## src/core/logic_string_cfg.svh

```systemverilog
// Opcode patterns, field codes and clock counts for the logic and string decoder
`ifndef LOGIC_STRING_CFG_SVH
`define LOGIC_STRING_CFG_SVH

// Opcode patterns with the width bit (and direction bit) cleared; translate D7 and prefix F3 are exact bytes
`define OPC_AND_RM       8'h20
`define OPC_AND_MR       8'h22
`define OPC_AND_ACC      8'h24
`define OPC_IMM_GRP      8'h80
`define OPC_TEST_RM      8'h84
`define OPC_UNARY_GRP    8'hF6
`define OPC_TEST_ACC     8'hA8
`define OPC_OR_RM        8'h08
`define OPC_OR_MR        8'h0A
`define OPC_OR_ACC       8'h0C
`define OPC_XOR_RM       8'h30
`define OPC_XOR_MR       8'h32
`define OPC_XOR_ACC      8'h34
`define OPC_STR_CMP      8'hA6
`define OPC_STR_IN       8'h6C
`define OPC_STR_OUT      8'h6E
`define OPC_STR_LOAD     8'hAC
`define OPC_STR_MOVE     8'hA4
`define OPC_STR_SCAN     8'hAE
`define OPC_STR_STORE    8'hAA
`define OPC_TRANSLATE    8'hD7
`define PFX_REP_EQUAL    8'hF3

// Middle field codes of the addressing byte
`define EXT_AND          3'h4
`define EXT_OR           3'h1
`define EXT_XOR          3'h6
`define EXT_TEST         3'h0
`define EXT_NOT          3'h2

// Register mode value of the addressing byte's top field
`define MOD_REGISTER     2'h3

// Clock counts
`define CLK_REG_OP       8'h02
`define CLK_RM_TO_MEM    8'h07
`define CLK_MEM_TO_REG   8'h06
`define CLK_TEST_MEM     8'h05
`define CLK_NOT_MEM      8'h06
`define CLK_CMP          8'h0A
`define CLK_IN_REAL      8'h0F
`define CLK_IN_LOW       8'h09
`define CLK_IN_HIGH      8'h1D
`define CLK_OUT_REAL     8'h0E
`define CLK_OUT_LOW      8'h08
`define CLK_OUT_HIGH     8'h1C
`define CLK_LOAD         8'h05
`define CLK_MOVE         8'h08
`define CLK_SCAN         8'h08
`define CLK_STORE        8'h05
`define CLK_TRANS        8'h05
`define CLK_REPT_BASE    8'h05
`define CLK_REPT_ITER    8'h09

`endif

```

## src/core/logic_string_pkg.sv

```systemverilog
// Types shared by the logic and string decoder
package logic_string_pkg;

    // Decoded operation
    typedef enum logic [3:0] {
        OP_NONE  = 4'h0,
        OP_AND   = 4'h1,
        OP_OR    = 4'h2,
        OP_XOR   = 4'h3,
        OP_TEST  = 4'h4,
        OP_NOT   = 4'h5,
        OP_SCMP  = 4'h6,
        OP_SIN   = 4'h7,
        OP_SOUT  = 4'h8,
        OP_SLOAD = 4'h9,
        OP_SMOVE = 4'hA,
        OP_SSCAN = 4'hB,
        OP_SSTOR = 4'hC,
        OP_TRANS = 4'hD
    } op_kind_t;

    // Operating mode
    typedef enum logic [1:0] {
        MODE_REAL      = 2'h0,
        MODE_VIRTUAL   = 2'h1,
        MODE_PROTECTED = 2'h2
    } cpu_mode_t;

    // Sequencer states, one-hot
    typedef enum logic [3:0] {
        ST_IDLE   = 4'b0001,
        ST_EXEC   = 4'b0010,
        ST_REPEAT = 4'b0100,
        ST_DONE   = 4'b1000
    } seq_state_t;

endpackage : logic_string_pkg

```

## src/core/decode_bus_if.sv

```systemverilog
// Decoded instruction bundle passed from decoder to sequencer
`timescale 1ns/1ps
interface decode_bus_if;
    import logic_string_pkg::*;
    op_kind_t   op;          // Decoded operation
    logic       valid;       // Opcode recognised
    logic       full_width;  // Width bit set
    logic       writes;      // Result written back
    logic       repeat_eq;   // Repeat-while-equal prefix present on a string compare
    logic [7:0] clocks;      // Clock count of one execution
    logic [7:0] iter_clocks; // Clocks per repeated iteration

    modport producer (output op, valid, full_width, writes, repeat_eq, clocks, iter_clocks);
    modport consumer (input  op, valid, full_width, writes, repeat_eq, clocks, iter_clocks);
endinterface : decode_bus_if

```

## src/core/op_decoder.sv

```systemverilog
// Combinational opcode decoder with per-form clock counts
`timescale 1ns/1ps
`include "logic_string_cfg.svh"
module op_decoder
    import logic_string_pkg::*;
(
    input  wire logic        prefix_valid_i,  // Prefix byte present
    input  wire logic [7:0]  prefix_i,        // Prefix byte
    input  wire logic [7:0]  opcode_i,        // Opcode byte
    input  wire logic [7:0]  modrm_i,         // Addressing byte
    input  wire cpu_mode_t   mode_i,          // Operating mode
    input  wire logic [1:0]  current_privilege_level_i, // Current privilege level
    input  wire logic [1:0]  io_privilege_threshold_i,  // I/O privilege threshold
    decode_bus_if.producer   dec              // Decoded bundle
);
    logic [7:0] opc_w0;     // Opcode with width bit cleared
    logic [7:0] opc_dw0;    // Opcode with direction and width cleared
    logic [2:0] ext;        // Middle field
    logic       reg_form;   // Operand is a register
    logic       io_low;     // Privilege allows short port count

    assign opc_w0   = {opcode_i[7:1], 1'b0};
    assign opc_dw0  = {opcode_i[7:2], 2'b00};
    assign ext      = modrm_i[5:3];
    assign reg_form = (modrm_i[7:6] == `MOD_REGISTER);
    assign io_low   = (current_privilege_level_i <= io_privilege_threshold_i);

    // Width and prefix flags
    always_comb begin
        dec.full_width = opcode_i[0];
        dec.repeat_eq  = prefix_valid_i && (prefix_i == `PFX_REP_EQUAL)
                         && (opc_w0 == `OPC_STR_CMP);
        dec.iter_clocks = `CLK_REPT_ITER;
    end

    // Operation and clock count lookup
    always_comb begin
        dec.op     = OP_NONE;
        dec.valid  = 1'b1;
        dec.writes = 1'b1;
        dec.clocks = `CLK_REG_OP;
        if (opcode_i == `OPC_TRANSLATE) begin                  // Exact byte
            dec.op     = OP_TRANS;
            dec.clocks = `CLK_TRANS;
        end else if (opc_w0 == `OPC_AND_RM) begin
            dec.op     = OP_AND;
            dec.clocks = reg_form ? `CLK_REG_OP : `CLK_RM_TO_MEM;
        end else if (opc_w0 == `OPC_AND_MR) begin
            dec.op     = OP_AND;
            dec.clocks = reg_form ? `CLK_REG_OP : `CLK_MEM_TO_REG;
        end else if (opc_w0 == `OPC_AND_ACC) begin
            dec.op     = OP_AND;
        end else if ({opcode_i[7:2], 2'b00} == `OPC_IMM_GRP && ext == `EXT_AND) begin
            dec.op     = OP_AND;
            dec.clocks = reg_form ? `CLK_REG_OP : `CLK_RM_TO_MEM;
        end else if ({opcode_i[7:2], 2'b00} == `OPC_IMM_GRP && ext == `EXT_OR) begin
            dec.op     = OP_OR;
            dec.clocks = reg_form ? `CLK_REG_OP : `CLK_RM_TO_MEM;
        end else if ({opcode_i[7:2], 2'b00} == `OPC_IMM_GRP && ext == `EXT_XOR) begin
            dec.op     = OP_XOR;
            dec.clocks = reg_form ? `CLK_REG_OP : `CLK_RM_TO_MEM;
        end else if (opc_w0 == `OPC_TEST_RM) begin
            dec.op     = OP_TEST;
            dec.writes = 1'b0;
            dec.clocks = reg_form ? `CLK_REG_OP : `CLK_TEST_MEM;
        end else if (opc_w0 == `OPC_UNARY_GRP && ext == `EXT_TEST) begin
            dec.op     = OP_TEST;
            dec.writes = 1'b0;
            dec.clocks = reg_form ? `CLK_REG_OP : `CLK_TEST_MEM;
        end else if (opc_w0 == `OPC_UNARY_GRP && ext == `EXT_NOT) begin
            dec.op     = OP_NOT;
            dec.clocks = reg_form ? `CLK_REG_OP : `CLK_NOT_MEM;
        end else if (opc_w0 == `OPC_TEST_ACC) begin
            dec.op     = OP_TEST;
            dec.writes = 1'b0;
        end else if (opc_dw0 == `OPC_OR_RM && (opcode_i[1] ? reg_form : 1'b1) && reg_form) begin
            dec.op     = OP_OR;
        end else if (opc_w0 == `OPC_OR_RM) begin
            dec.op     = OP_OR;
            dec.clocks = `CLK_RM_TO_MEM;
        end else if (opc_w0 == `OPC_OR_MR) begin
            dec.op     = OP_OR;
            dec.clocks = `CLK_MEM_TO_REG;
        end else if (opc_w0 == `OPC_OR_ACC) begin
            dec.op     = OP_OR;
        end else if (opc_dw0 == `OPC_XOR_RM && reg_form) begin
            dec.op     = OP_XOR;
        end else if (opc_w0 == `OPC_XOR_RM) begin
            dec.op     = OP_XOR;
            dec.clocks = `CLK_RM_TO_MEM;
        end else if (opc_w0 == `OPC_XOR_MR) begin
            dec.op     = OP_XOR;
            dec.clocks = `CLK_MEM_TO_REG;
        end else if (opc_w0 == `OPC_XOR_ACC) begin
            dec.op     = OP_XOR;
        end else if (opc_w0 == `OPC_STR_CMP) begin
            dec.op     = OP_SCMP;
            dec.writes = 1'b0;
            dec.clocks = dec.repeat_eq ? `CLK_REPT_BASE : `CLK_CMP;
        end else if (opc_w0 == `OPC_STR_IN) begin
            dec.op     = OP_SIN;
            if (mode_i == MODE_REAL)
                dec.clocks = `CLK_IN_REAL;
            else if (mode_i == MODE_PROTECTED && io_low)
                dec.clocks = `CLK_IN_LOW;
            else
                dec.clocks = `CLK_IN_HIGH;
        end else if (opc_w0 == `OPC_STR_OUT) begin
            dec.op     = OP_SOUT;
            if (mode_i == MODE_REAL)
                dec.clocks = `CLK_OUT_REAL;
            else if (mode_i == MODE_PROTECTED && io_low)
                dec.clocks = `CLK_OUT_LOW;
            else
                dec.clocks = `CLK_OUT_HIGH;
        end else if (opc_w0 == `OPC_STR_LOAD) begin
            dec.op     = OP_SLOAD;
            dec.clocks = `CLK_LOAD;
        end else if (opc_w0 == `OPC_STR_MOVE) begin
            dec.op     = OP_SMOVE;
            dec.clocks = `CLK_MOVE;
        end else if (opc_w0 == `OPC_STR_SCAN) begin
            dec.op     = OP_SSCAN;
            dec.writes = 1'b0;
            dec.clocks = `CLK_SCAN;
        end else if (opc_w0 == `OPC_STR_STORE) begin
            dec.op     = OP_SSTOR;
            dec.clocks = `CLK_STORE;
        end else begin
            dec.valid  = 1'b0;                                 // Unknown opcode
            dec.writes = 1'b0;
            dec.clocks = 8'h01;
        end
    end
endmodule : op_decoder

```

## src/core/logic_string_seq.sv

```systemverilog
// Top: takes an instruction, decodes it and times its execution
//
// Overview of operation
// - And reg-to-mem 7 clocks, mem-to-reg 6
// - Immediate group field 100 is and, 2/7
// - Accumulator and immediate short form, 2 clocks
// - Test reg/mem with reg, flags only, 2/5
// - Immediate test field 000 2/5, accumulator 2
// - Or forms: 2, 7, 6 clocks
// - Immediate or field 001 2/7, accumulator 2
// - Xor forms: 2, 7, 6 clocks
// - Immediate xor field 110, 2/7 clocks
// - Accumulator xor immediate short form, 2 clocks
// - Invert field 010, 2/6 clocks
// - String compare takes 10 clocks without the equal-repeat prefix
// - Port input string 15, 29, 9/29
// - Port output string 14, 28, 8/28
// - In protected mode only, privileged enough picks shorter port count
// - String load takes 5 clocks
// - String move takes 8 clocks
// - String scan takes 8 clocks
// - String store takes 5 clocks
// - Table translate opcode D7, 5 clocks
// - Equal-repeat compare costs 5 plus 9n
`timescale 1ns/1ps
`include "logic_string_cfg.svh"
module logic_string_seq
    import logic_string_pkg::*;
(
    input  wire logic        clk_i,           // Core clock
    input  wire logic        rstn_i,          // Synchronous reset, active low
    input  wire logic        start_i,         // Instruction presented
    input  wire logic        prefix_valid_i,  // Prefix byte present
    input  wire logic [7:0]  prefix_i,        // Prefix byte
    input  wire logic [7:0]  opcode_i,        // Opcode byte
    input  wire logic [7:0]  modrm_i,         // Addressing byte
    input  wire logic [1:0]  mode_i,          // Operating mode
    input  wire logic [1:0]  current_privilege_level_i, // Current privilege level
    input  wire logic [1:0]  io_privilege_threshold_i,  // I/O privilege threshold
    input  wire logic        addr32_i,        // Use 32-bit count register
    input  wire logic [31:0] count_i,         // Count register value
    input  wire logic        equal_i,         // Compared elements equal
    output logic             ready_o,         // Can accept an instruction
    output logic             done_o,          // Instruction finished, pulse
    output logic             illegal_o,       // Last opcode unknown
    output logic [3:0]       op_o,            // Decoded operation
    output logic             full_width_o,    // Full-width operand
    output logic             writes_o,        // Result is written back
    output logic [15:0]      cycles_o,        // Clocks spent on last instruction
    output logic [31:0]      count_o          // Count register after repeat
);
    decode_bus_if dbus ();                    // Decoder to sequencer

    seq_state_t  state_reg;                   // Sequencer state
    logic [7:0]  tick_reg;                    // Clocks left in current phase
    logic [31:0] cnt_reg;                     // Remaining iterations
    logic        rep_reg;                     // Repeating compare
    logic [15:0] cyc_reg;                     // Clocks spent so far
    logic [7:0]  iter_reg;                    // Clocks per iteration
    logic        last_tick;                   // Phase ends this clock
    logic [31:0] masked_cnt;                  // Count sized to address width

    // Decoder instance
    op_decoder u_dec (
        .prefix_valid_i (prefix_valid_i),
        .prefix_i       (prefix_i),
        .opcode_i       (opcode_i),
        .modrm_i        (modrm_i),
        .mode_i         (cpu_mode_t'(mode_i)),
        .current_privilege_level_i (current_privilege_level_i),
        .io_privilege_threshold_i  (io_privilege_threshold_i),
        .dec            (dbus.producer)
    );

    assign last_tick  = (tick_reg == 8'h01);
    assign masked_cnt = addr32_i ? count_i : {16'h0000, count_i[15:0]};
    assign ready_o    = (state_reg == ST_IDLE) || (state_reg == ST_DONE);
    assign done_o     = (state_reg == ST_DONE);

    // State sequencing
    always_ff @(posedge clk_i) begin
        if (!rstn_i) begin
            state_reg <= ST_IDLE;
        end else begin
            case (state_reg)
                ST_IDLE, ST_DONE: begin
                    if (start_i)
                        state_reg <= ST_EXEC;
                    else
                        state_reg <= ST_IDLE;
                end
                ST_EXEC: begin
                    if (last_tick)
                        state_reg <= (rep_reg && cnt_reg != 32'h0) ? ST_REPEAT : ST_DONE;
                end
                ST_REPEAT: begin
                    // Stop when this iteration empties the count or mismatches
                    if (last_tick && (cnt_reg == 32'h1 || !equal_i))
                        state_reg <= ST_DONE;
                end
                default: state_reg <= ST_IDLE;
            endcase
        end
    end

    // Phase clock counter
    always_ff @(posedge clk_i) begin
        if (!rstn_i) begin
            tick_reg <= 8'h00;
            iter_reg <= 8'h00;
        end else if (ready_o && start_i) begin
            tick_reg <= dbus.clocks;
            iter_reg <= dbus.iter_clocks;
        end else if ((state_reg == ST_EXEC || state_reg == ST_REPEAT) && last_tick) begin
            tick_reg <= iter_reg;
        end else if (tick_reg != 8'h00) begin
            tick_reg <= tick_reg - 8'h01;
        end
    end

    // Repeat count, one per iteration
    always_ff @(posedge clk_i) begin
        if (!rstn_i) begin
            cnt_reg <= 32'h0;
            rep_reg <= 1'b0;
        end else if (ready_o && start_i) begin
            cnt_reg <= masked_cnt;
            rep_reg <= dbus.repeat_eq;
        end else if (state_reg == ST_REPEAT && last_tick && cnt_reg != 32'h0) begin
            cnt_reg <= cnt_reg - 32'h1;
        end
    end

    // Spent-clock tally
    always_ff @(posedge clk_i) begin
        if (!rstn_i)
            cyc_reg <= 16'h0000;
        else if (ready_o && start_i)
            cyc_reg <= 16'h0001;
        else if (state_reg == ST_EXEC || state_reg == ST_REPEAT)
            cyc_reg <= cyc_reg + 16'h0001;
    end

    // Result outputs captured at acceptance and completion
    always_ff @(posedge clk_i) begin
        if (!rstn_i) begin
            op_o         <= 4'h0;
            full_width_o <= 1'b0;
            writes_o     <= 1'b0;
            illegal_o    <= 1'b0;
            cycles_o     <= 16'h0000;
            count_o      <= 32'h0;
        end else begin
            if (ready_o && start_i) begin
                op_o         <= dbus.op;
                full_width_o <= dbus.full_width;
                writes_o     <= dbus.writes;
                illegal_o    <= !dbus.valid;
            end
            if ((state_reg == ST_EXEC || state_reg == ST_REPEAT) && last_tick) begin
                cycles_o <= cyc_reg;
                count_o  <= (state_reg == ST_REPEAT) ? cnt_reg - 32'h1 : cnt_reg;
            end
        end
    end
endmodule : logic_string_seq

```

## config.mk

```make
export PLATFORM = sky130hd
export DESIGN_NAME = logic_string_seq
export DESIGN_NICKNAME = d
export VERILOG_FILES = /design/src/core/logic_string_pkg.sv /design/src/core/decode_bus_if.sv /design/src/core/op_decoder.sv /design/src/core/logic_string_seq.sv
export VERILOG_INCLUDE_DIRS = /design/src /design/src/core
export SDC_FILE = /design/constraint.sdc
export NUM_CORES = 1
export LEC_CHECK = 0
export ABC_AREA = 1
export CORE_MARGIN = 4
export CORE_UTILIZATION = 35
export CTS_CLUSTER_DIAMETER = 200
export DETAILED_ROUTE_END_ITERATION = 8
export DONT_BUFFER_PORTS = 1
export GPL_TIMING_DRIVEN = 1
export PLACE_DENSITY = 0.55
export SLEW_MARGIN = 20
export SYNTH_ARGS = -nofsm -noshare
export SYNTH_HDL_FRONTEND = slang
export SYNTH_SLANG_ARGS = --single-unit
```

## constraint.sdc

```tcl
create_clock -name clk_i -period 2.04 [get_ports clk_i]
set_input_delay 0.408 -clock clk_i [delete_from_list [all_inputs] [get_ports clk_i]]
set_output_delay 0.408 -clock clk_i [all_outputs]
set_load 0.01 [all_outputs]
```

# After elaboration in Yosys (flattened, before gate mapping)
# Index checks and enable logic that the tools add are counted.
# op_classes
n_eq_ne	38
n_mul	0
n_reduce_logical	32
order_cmp	1
shifts	0
addsub	3
n_div	0
mux	126
n_bitwise	1
# ops
op	count
$mux W8	30
$mux W32	4
$mux W4	30
$eq A7 B7 Y1 const B	8
$mux W1	54
$eq A7 B5 Y1 const B	6
$eq A32 B1 Y1 const B	1
$reduce_bool A32 Y1	1
$sub A32 B1 Y32 const B	1
$eq A7 B3 Y1 const B	3
$logic_and A1 B1 Y1	17
$add A16 B1 Y16 const B	1
$eq A8 B8 Y1 const B	2
$eq A7 B6 Y1 const B	2
$mux W3	4
$pmux W4 S3	1
$mux W5	2
$eq A8 B1 Y1 const B	1
$reduce_bool A8 Y1	1
$sub A8 B1 Y8 const B	1
$eq A3 B3 Y1 const B	2
$eq A6 B2 Y1 const B	1
$eq A6 B4 Y1 const B	1
$eq A6 B6 Y1 const B	1
other kinds (19)	26
# word_totals
romBits	0
memories	0
latchBits	0
reg_bits	117
ram_bits	0
out_inout_bits	57
wordCells	214

# Longest topological paths before layout
# Gate-level depths: netlist (run 1).
# logic_depth
depth_word	28
mapped_depth	19

# Hierarchy
# From an unflattened synthesis (run 1), not the netlist that was laid out.
# unflattened
hier_cells	1191
area_unflattened_um2	7475.9
# modules_own_cells
mod	cells_each	n_inst	area_each_um2
logic_string_seq	1014	1	6610.1
op_decoder	177	1	865.8

# Least setup slack after synthesis (run 1)
# No wires, ideal clock.
# synth_timing
path_type	reg-to-reg
startpoint	register cnt_reg[0]
endpoint	register count_o[22]
slack_ns	0.300
stages_incl_launch_ff	10
n_path_buf	0
t_required_ns	1.970
period_less_slack_ns	1.740
arrival_ns	1.671
cell_sequence	dfxtp_1 > inv_1 > ha_1 > nand3_2 > nor3b_2 > nand4_1 > nor2_1 > xor2_1 > nand2_1 > a21oi_1
# synth_between
elab_chain_len	2
# synth_rtl
element	line_no	text
start: declaration	logic_string_seq.sv:56	logic [31:0] cnt_reg;
start signal: assignment	logic_string_seq.sv:127	cnt_reg <= masked_cnt;
start signal: assignment	logic_string_seq.sv:130	cnt_reg <= cnt_reg - 32'h1;
$sub A32 B1 Y32	logic_string_seq.sv:162	count_o <= (state_reg == ST_REPEAT) ? cnt_reg - 32'h1 : cnt_reg;
$mux W32	logic_string_seq.sv:162	
end signal: assignment	logic_string_seq.sv:162	
end: declaration	logic_string_seq.sv:50	output logic [31:0] count_o
# No other way between the ends.
# A chain may end at the register's enable or synchronous reset.

# Final worst setup path (run 1)
# layout_timing
startpoint	register cnt_reg[11]
endpoint	register count_o[31]
# Same word-level chain as after synthesis.

==> PnR_summary.wiki, run 1 <==
{| class="wikitable"
! Metric !! Value
|-
| Insertion delay to the later sink of the worst-skew pair || 0.42 ns
|-
| Die Ht || 143.1 um
|-
| Clock tree sinks || 117
|-
| GP Congestion || 0.9052
|-
| Maximum number of pins on one net before global-route repair || 75
|-
| Area share of the largest cell type after synthesis || 0.3668
|-
| Number of synthesized register bits || 117
|-
| Filler cell count in the final layout || 1,905
|-
| Vias per cell || 5.216
|-
| CP cell instances || inv_1 > nand2_1 > nor2_1 > nand3_1 > nor2_4 > nand2_2 > nor2_1 > nand2_1 > nor2_1 > xor2_1 > o21ai_2 > a21oi_1
|-
| Max-slew headroom at the worst pin || 0.7256
|-
| Share of power burned in the clock network || 0.420
|-
| Endpoints failing setup || 0
|-
| Worst reg2reg path depth || 12
|-
| Kind of start point of the critical path || register
|-
| Mean routed wirelength per cell || 16.19 um
|-
| Portion of the post-synthesis area used by sequential elements || 0.3668
|-
| Transition time at the pin with the least slew margin || 0.4090 ns
|-
| Number of rows created at floorplan || 49
|-
| Number of different library cells in the post-synthesis netlist || 48
|-
| DRT iter0 DRCs || 294
|-
| Worst reg2reg path startpoint || cnt_reg[11]
|-
| Critical R2R Capture || count_o[31]
|-
| Yosys synthesis warning count || 0
|-
| Internal power of the cells || 4976 uW
|-
| Final cell count without fillers || 1,191
|-
| Chip Width || 143.1 um
|-
| Required time of the worst setup path || 2.39 ns
|-
| Layout cell share with drive strength beyond 1 || 0.1195
|-
| Power density cells || 956.7 nW/um2
|-
| Max-Cap Viols || 0
|-
| CP max stage cell || sky130_fd_sc_hd__dfxtp_1
|-
| P_sw || 2146 uW
|-
| Leading post-synthesis cells by instance count || 181 x sky130_fd_sc_hd__nand2_1, 129 x sky130_fd_sc_hd__nor2_1, 117 x sky130_fd_sc_hd__dfxtp_1
|-
| DIE AREA || 20,470 um2
|-
| Beginning of the worst hold path || rstn_i
|-
| Cell taking the most area after synthesis || sky130_fd_sc_hd__dfxtp_1
|-
| Mean instance size in the synthesized netlist || 6.843 um2
|-
| Post-synth top flop || sky130_fd_sc_hd__dfxtp_1
|-
| Worst reg-to-reg setup slack || 0.13 ns
|-
| Clock skew || 0.006931 ns
|-
| Final hold vios || 0
|-
| Initial antenna violation count || 1
|-
| Most common cell type on the critical path || sky130_fd_sc_hd__nor2_1
|-
| Detailed-routing iteration count for the pre-antenna-repair pass || 4
|-
| Critical setup path kind || reg2reg
|-
| Worst hold slack || 0.1045 ns
|-
| Cell count after placement || 1,158
|-
| Type of the worst min-delay path || in2reg
|-
| Cell area after layout || 7445 um2
|-
| Total global routing track utilization || 0.1903
|-
| Largest vdd supply drop || 644.4 uV
|-
| Count of vias placed by the detailed router || 6,212
|-
| Power share of the sequential group || 0.373
|-
| Maximum clock rate || 523.9 MHz
|-
| Area of the placeable core || 17,960 um2
|-
| Combinational group share of total power || 0.208
|-
| Global-route wire length before repair || 30,950 um
|-
| Count of flip-flops with a built-in enable after synthesis || 0
|-
| Slowest cell delay on critical path || 0.34 ns
|-
| Num ports || 125
|-
| Most frequently used cell type in the post-synthesis netlist || sky130_fd_sc_hd__nand2_1
|-
| Global route overflow || 0
|-
| Most area-consuming cells after synthesis || sky130_fd_sc_hd__dfxtp_1 37%, sky130_fd_sc_hd__nand2_1 11%, sky130_fd_sc_hd__a21oi_1 8.3%
|-
| Final-report max-slew violation count || 0
|-
| Hold endpoint || state_reg[0]
|-
| Half-perimeter wire length after detailed placement || 13,960 um
|-
| Standard cell area after detailed placement || 6784 um2
|-
| Post-synth net total || 1,009
|-
| Endpoint arrival time on the critical path || 2.26 ns
|-
| Final Routed Wirelength || 19,280 um
|-
| Hold Path Stages || 1
|-
| Max Fanout on Critical Path || 4
|-
| Via count of the first global-routing pass || 5,924
|-
| Number of buffers inserted during clock tree synthesis || 17
|-
| Synthesized instance count || 933
|-
| TritonCTS clock tree || built
|-
| Ant. Diodes || 0
|-
| Final Critical Period || 1.909 ns
|-
| Post-synthesis cell area || 6385 um2
|-
| Switching power share of the total || 0.3013
|-
| Leakage power || 0.003167 uW
|-
| Proportion of synthesized flip-flops having asynchronous set or reset || 0
|-
| Net count, final || 1,025
|-
| Post-DRT Antenna Nets || 0
|-
| Result of the run || finished clean
|-
| Number of port buffers || 0
|-
| Setup repair after global routing missed its margin || true
|-
| Area growth from synthesis to layout || 16.60%
|-
| Remaining DRCs || 0
|-
| Count of H-tree levels built during CTS || 4
|-
| Clk root buf || sky130_fd_sc_hd__clkbuf_16
|-
| Final cycle utilization of the critical path || 0.9357
|-
| Starting utilization of the core area || 0.3554
|-
| Worst setup EP type || register
|-
| Clock transition at the register clock pins on the worst setup and hold paths after CTS || 0.05 ns
|-
| Number of buffers between clock root and the deepest sink || 2
|-
| Core Util, Final || 0.4144
|-
| Quantity of hold-fixing buffers added after cts || 0
|}
[final cells by class]
| type | count | area, um2 | share of cell area |
|---|---|---|---|
| Multi-Input combinational cell | 694 | 3630 | 0.4876 |
| Sequential cell | 117 | 2342 | 0.3146 |
| Clock buffer | 22 | 454.2 | 0.06101 |
| Inverter | 83 | 319.1 | 0.04286 |
| Tap cell | 229 | 286.5 | 0.03849 |
| Timing Repair Buffer | 36 | 282.8 | 0.03798 |
| Clock inverter | 10 | 130.1 | 0.01748 |
[layout by cell type, fill, tap and decap left out, drive strengths merged, types with 14 or more instances in the layout]
| cell type | instances |
|---|---|
| clkbuf | 22 |
| xor2 | 28 |
| o21ai | 79 |
| nand4 | 14 |
| inv | 82 |
| a31oi | 24 |
| nand2 | 190 |
| buf | 36 |
| nand3 | 37 |
| dfxtp | 117 |
| nor3 | 25 |
| a21oi | 106 |
| nor2 | 135 |
[worst max path at each step]
stage	startpoint	to	slack (ns)	cells after the start
2_1_floorplan	cnt_reg[0]	count_o[22]	0.30	9
3_3_place_gp	tick_reg[5]	cnt_reg[21]	0.07	9
3_5_place_dp	tick_reg[6]	cnt_reg[27]	0.04	9
4_1_cts	tick_reg[1]	cnt_reg[21]	0.03	10
5_1_grt	cnt_reg[14]	cnt_reg[31]	-0.02	12
6_report	cnt_reg[11]	count_o[31]	0.13	12
[routing by layer]
| layer | up-vias | share of wire | track usage |
|---|---|---|---|
| li1 | 3163 | - | - |
| met1 | 2857 | 0.47 | 0.2612 |
| met2 | 167 | 0.44 | 0.2873 |
| met3 | 23 | 0.082 | 0.06229 |
| met4 | 2 | 0.014 | 0.05203 |
| met5 | - | 0.00067 | 0 |
[cell families (layout without fill, tap and decap cells)]
group | count (synthesis) | after routing | share of synthesized area
simple gates | 420 | 420 | 0.2959
compound gates | 234 | 234 | 0.2026
buf+inv | 122 | 151 | 0.07506
flops | 117 | 117 | 0.3668
xor+xnor | 32 | 32 | 0.04390
fa+ha+maj | 8 | 8 | 0.01568
[metrics by stage]
stage	setup TNS [ns]	power (uW)	setup WS [ns]
2_1_floorplan	0	3754	0.2997
3_3_place_gp	0	4130	0.07085
3_5_place_dp	0	4128	0.04463
4_1_cts	0	7151	0.03008
5_1_grt	-0.05878	7531	-0.02192
6_report	0	7122	0.1311
[power by group through the flow]
stage | logic (uW) | clock network (uW) | registers [uW]
after floorplan | 1090 | 0 | 2660
after global placement | 1430 | 0 | 2700
after detailed placement | 1430 | 0 | 2700
after CTS | 1440 | 3050 | 2650
after global routing | 1690 | 3150 | 2680
final | 1480 | 2990 | 2650
[critical path, delay by kind of cell (launching register included)]
kind                   cells  cell delay (ns)
AO/OA/AOI/OAI              2             0.22
XOR/XNOR                   1             0.23
buffers and inverters      1             0.09
flip-flops                 1             0.34
AND/OR/NAND/NOR            8             0.96
[repair_timing]
action / CTS / global route
setup buffers: 0 / 1
setup endpoints to repair: 0 / 35
gates resized for setup: 0 / 20
No activity file was read; power rests on OpenSTA's default activity.
==> run 2: changes to the inputs <==
--- a/config.mk
+++ b/config.mk
@@ -7,6 +7,7 @@
 export NUM_CORES = 1
 export LEC_CHECK = 0
 export ABC_AREA = 1
+export CORE_ASPECT_RATIO = 0.8
 export CORE_MARGIN = 4
 export CORE_UTILIZATION = 35
 export CTS_CLUSTER_DIAMETER = 200
@@ -18,3 +19,4 @@
 export SYNTH_ARGS = -nofsm -noshare
 export SYNTH_HDL_FRONTEND = slang
 export SYNTH_SLANG_ARGS = --single-unit
+export TNS_END_PERCENT = 30
==> run 2 against run 1 <==
Against the previous run:
- routed wire length is 3.0% higher
- highest routed layer unchanged
- sequential power about the same
- via count up 3.0%
- cell area up 3.5%
- critical path type unchanged
==> PnR_summary.wiki, run 2 (synthesis results as in run 1) <==
{| class="wikitable"
! Metric !! Value
|-
| Worst reg2reg path startpoint || cnt_reg[0]
|-
| Via count of the first global-routing pass || 5,867 (-0.96%)
|-
| DIE AREA || 20,480 um2 (about the same)
|-
| Max Fanout on Critical Path || 4 (unchanged)
|-
| Least setup slack across all paths after layout || 0.1126 ns (-0.01852 ns)
|-
| Ant. Diodes || 0 (unchanged)
|-
| Die Ht || 128.8 um (-10%)
|-
| Global route overflow || 0 (unchanged)
|-
| Transition time at the pin with the least slew margin || 0.4981 ns (+0.08906 ns)
|-
| Clk root buf || sky130_fd_sc_hd__clkbuf_16
|-
| Worst reg2reg path depth || 10 (-2)
|-
| Power share of the sequential group || 0.364 (-0.009)
|-
| Critical R2R Capture || count_o[24]
|-
| Largest vdd supply drop || 488.2 uV (-24%)
|-
| Number of buffers between clock root and the deepest sink || 2 (unchanged)
|-
| Final Routed Wirelength || 19,860 um (+3.0%)
|-
| Vias per cell || 5.303 (+1.7%)
|-
| Met2 track demand over resource in global routing || 0.2730 (-0.01429)
|-
| Layout cell share with drive strength beyond 1 || 0.1509 (+0.03132)
|-
| Most frequent standard cell in the layout excluding fill and tap cells || sky130_fd_sc_hd__nand2_1
|-
| Endpoint arrival time on the critical path || 2.29 ns (+0.03 ns)
|-
| Area growth from synthesis to layout || 20.63%
|-
| Critical setup path kind || reg2reg
|-
| Leading cell types in the layout, fill and taps excluded || 179 x sky130_fd_sc_hd__nand2_1, 121 x sky130_fd_sc_hd__nor2_1, 111 x sky130_fd_sc_hd__dfxtp_1
|-
| Max-slew headroom at the worst pin || 0.6644 (-0.06120)
|-
| Maximum clock rate || 518.8 MHz (-0.96%)
|-
| Remaining DRCs || 0 (unchanged)
|-
| Maximum number of pins on one net before global-route repair || 75 (unchanged)
|-
| Detailed-routing iteration count for the pre-antenna-repair pass || 5 (+1)
|-
| P_sw || 2210 uW (+3.0%)
|-
| Power density cells || 946.5 nW/um2 (-1.1%)
|-
| Combinational group share of total power || 0.214 (+0.006)
|-
| Area of the placeable core || 17,590 um2 (-2.1%)
|-
| Chip Width || 159.0 um (+11%)
|-
| TritonCTS clock tree || built
|-
| Count of H-tree levels built during CTS || 4 (unchanged)
|-
| Half-perimeter wire length after detailed placement || 14,270 um (+2.3%)
|-
| Final cycle utilization of the critical path || 0.9448 (+0.009077)
|-
| Clock tree sinks || 117 (unchanged)
|-
| Starting utilization of the core area || 0.3629 (+0.007482)
|-
| Count of vias placed by the detailed router || 6,396 (+3.0%)
|-
| Num ports || 125 (unchanged)
|-
| Final Critical Period || 1.927 ns (+0.01852 ns)
|-
| Mean routed wirelength per cell || 16.46 um (+1.7%)
|-
| Cell area after layout || 7702 um2 (+3.5%)
|-
| Clock transition at the register clock pins on the worst setup and hold paths after CTS || 0.06 ns (about the same)
|-
| Final-report max-slew violation count || 0 (unchanged)
|-
| Switching power share of the total || 0.3032 (+0.001890)
|-
| Worst setup EP type || register
|-
| Clock skew || 0.01306 ns (+0.006129 ns)
|-
| Max-Cap Viols || 0 (unchanged)
|-
| Type of the worst min-delay path || in2reg
|-
| Total global routing track utilization || 0.1894 (-0.0008482)
|-
| Worst reg-to-reg setup slack || 0.11 ns (-0.02 ns)
|-
| Global-route wire length before repair || 31,240 um (+0.96%)
|-
| Kind of start point of the critical path || register
|-
| Standard cell area after detailed placement || 6822 um2 (+0.55%)
|-
| Final hold vios || 0 (unchanged)
|-
| Number of rows created at floorplan || 43 (-12%)
|-
| Initial antenna violation count || 1 (unchanged)
|-
| Result of the run || finished clean
|-
| Met3 track demand over resource || 0.06116 (-0.001132)
|-
| Sum of internal, switching and leakage power || 7291 uW (+2.4%)
|-
| Required time of the worst setup path || 2.40 ns (about the same)
|-
| Leakage power || 0.003293 uW (+4.0%)
|-
| Global route hottest layer || met2
|-
| Beginning of the worst hold path || rstn_i
|-
| Share of power burned in the clock network || 0.422 (+0.002)
|-
| Internal power of the cells || 5080 uW (+2.1%)
|-
| DRT iter0 DRCs || 553 (+88%)
|-
| GP Congestion || 0.9162 (+1.2%)
|-
| Post-DRT Antenna Nets || 0 (unchanged)
|-
| Endpoints failing setup || 0 (unchanged)
|-
| Met1 global-route usage || 0.2720 (+0.01088)
|-
| Hold Path Stages || 1 (unchanged)
|-
| Net count, final || 1,044 (+1.9%)
|-
| Number of buffers inserted during clock tree synthesis || 17 (unchanged)
|-
| Quantity of hold-fixing buffers added after cts || 0 (unchanged)
|-
| Number of port buffers || 0 (unchanged)
|-
| Worst slack after detailed placement || 0.01437 ns (-0.03026 ns)
|-
| Hold endpoint || state_reg[0]
|-
| Insertion delay to the later sink of the worst-skew pair || 0.42 ns (about the same)
|}
## run 2: changes by cell type in the layout (fill, tap and decap cells not counted), moves of 2 or more
| cell | before | now |
|---|---|---|
| sky130_fd_sc_hd__dfxtp_2 | 0 | 5 |
| sky130_fd_sc_hd__nor2_1 | 123 | 121 |
| sky130_fd_sc_hd__dfxtp_1 | 117 | 111 |
| sky130_fd_sc_hd__buf_12 | 1 | 3 |
| sky130_fd_sc_hd__buf_6 | 0 | 2 |
| sky130_fd_sc_hd__buf_4 | 35 | 49 |
| sky130_fd_sc_hd__clkbuf_8 | 1 | 3 |
## run 2: layout make-up
type	instances	area, um2
Fill cell	1833	9891
Multi-Input combinational cell	694	3681
Sequential cell	117	2352
Clock buffer	23	478.0
Timing Repair Buffer	55	465.4
Inverter	83	319.1
Tap cell	225	281.5
Clock inverter	9	125.1
## run 2: timing repair
item,4_1_cts,5_1_grt
pin swaps,0,15
setup endpoints to repair,2,61
setup buffers,0,16
gates resized for setup,1,42
## run 2: worst max-delay path by stage
stage | from | to | slack, ns | cells past startpoint
floorplan | cnt_reg[0] | count_o[22] | 0.30 | 9
global placement | cnt_reg[1] | count_o[24] | 0.04 | 10
detailed placement | state_reg[1] | cycles_o[4] | 0.01 | 9
CTS | cnt_reg[1] | count_o[24] | 0.02 | 10
global route | cnt_reg[19] | cnt_reg[29] | -0.003 | 9
finish | cnt_reg[0] | count_o[24] | 0.11 | 10
## run 2: critical path, cell delays in order, from the launching register on
cell and delay, ns:
sky130_fd_sc_hd__dfxtp_1 0.33, sky130_fd_sc_hd__inv_1 0.11, sky130_fd_sc_hd__ha_1 0.21, sky130_fd_sc_hd__nand3_2 0.13
sky130_fd_sc_hd__inv_1 0.11, sky130_fd_sc_hd__nand3_2 0.15, sky130_fd_sc_hd__nor3_4 0.23, sky130_fd_sc_hd__nand2_1 0.11
sky130_fd_sc_hd__xor2_2 0.18, sky130_fd_sc_hd__o21ai_2 0.15, sky130_fd_sc_hd__o211a_1 0.15
## run 2: power by group through the flow
| stage | registers, uW | clock network (uW) | logic (uW) |
|---|---|---|---|
| floorplan | 2660 | 0 | 1090 |
| global placement | 2690 | 0 | 1420 |
| detailed placement | 2690 | 0 | 1440 |
| CTS | 2640 | 3130 | 1450 |
| global route | 2680 | 3240 | 1760 |
| finish | 2660 | 3080 | 1560 |
## run 2: metrics by stage
stage | util | TNS (ns) | hold slack (ns) | instances
finish | 0.4378 | 0 | 0.09547 | 1206
global route | 0.4378 | -0.003621 | 0.09918 | 1206
CTS | 0.4224 | 0 | 0.07349 | 1190
detailed placement | 0.3877 | 0 | 0.4761 | 1158
global placement | 0.3877 | 0 | 0.4593 | 1158
floorplan | - | 0 | 0.4407 | 933
## run 2: layer usage
layer	routed length, um	vias up
li1	-	3214
met1	9521	2937
met2	8266	219
met3	1740	24
met4	308	2
met5	19	-
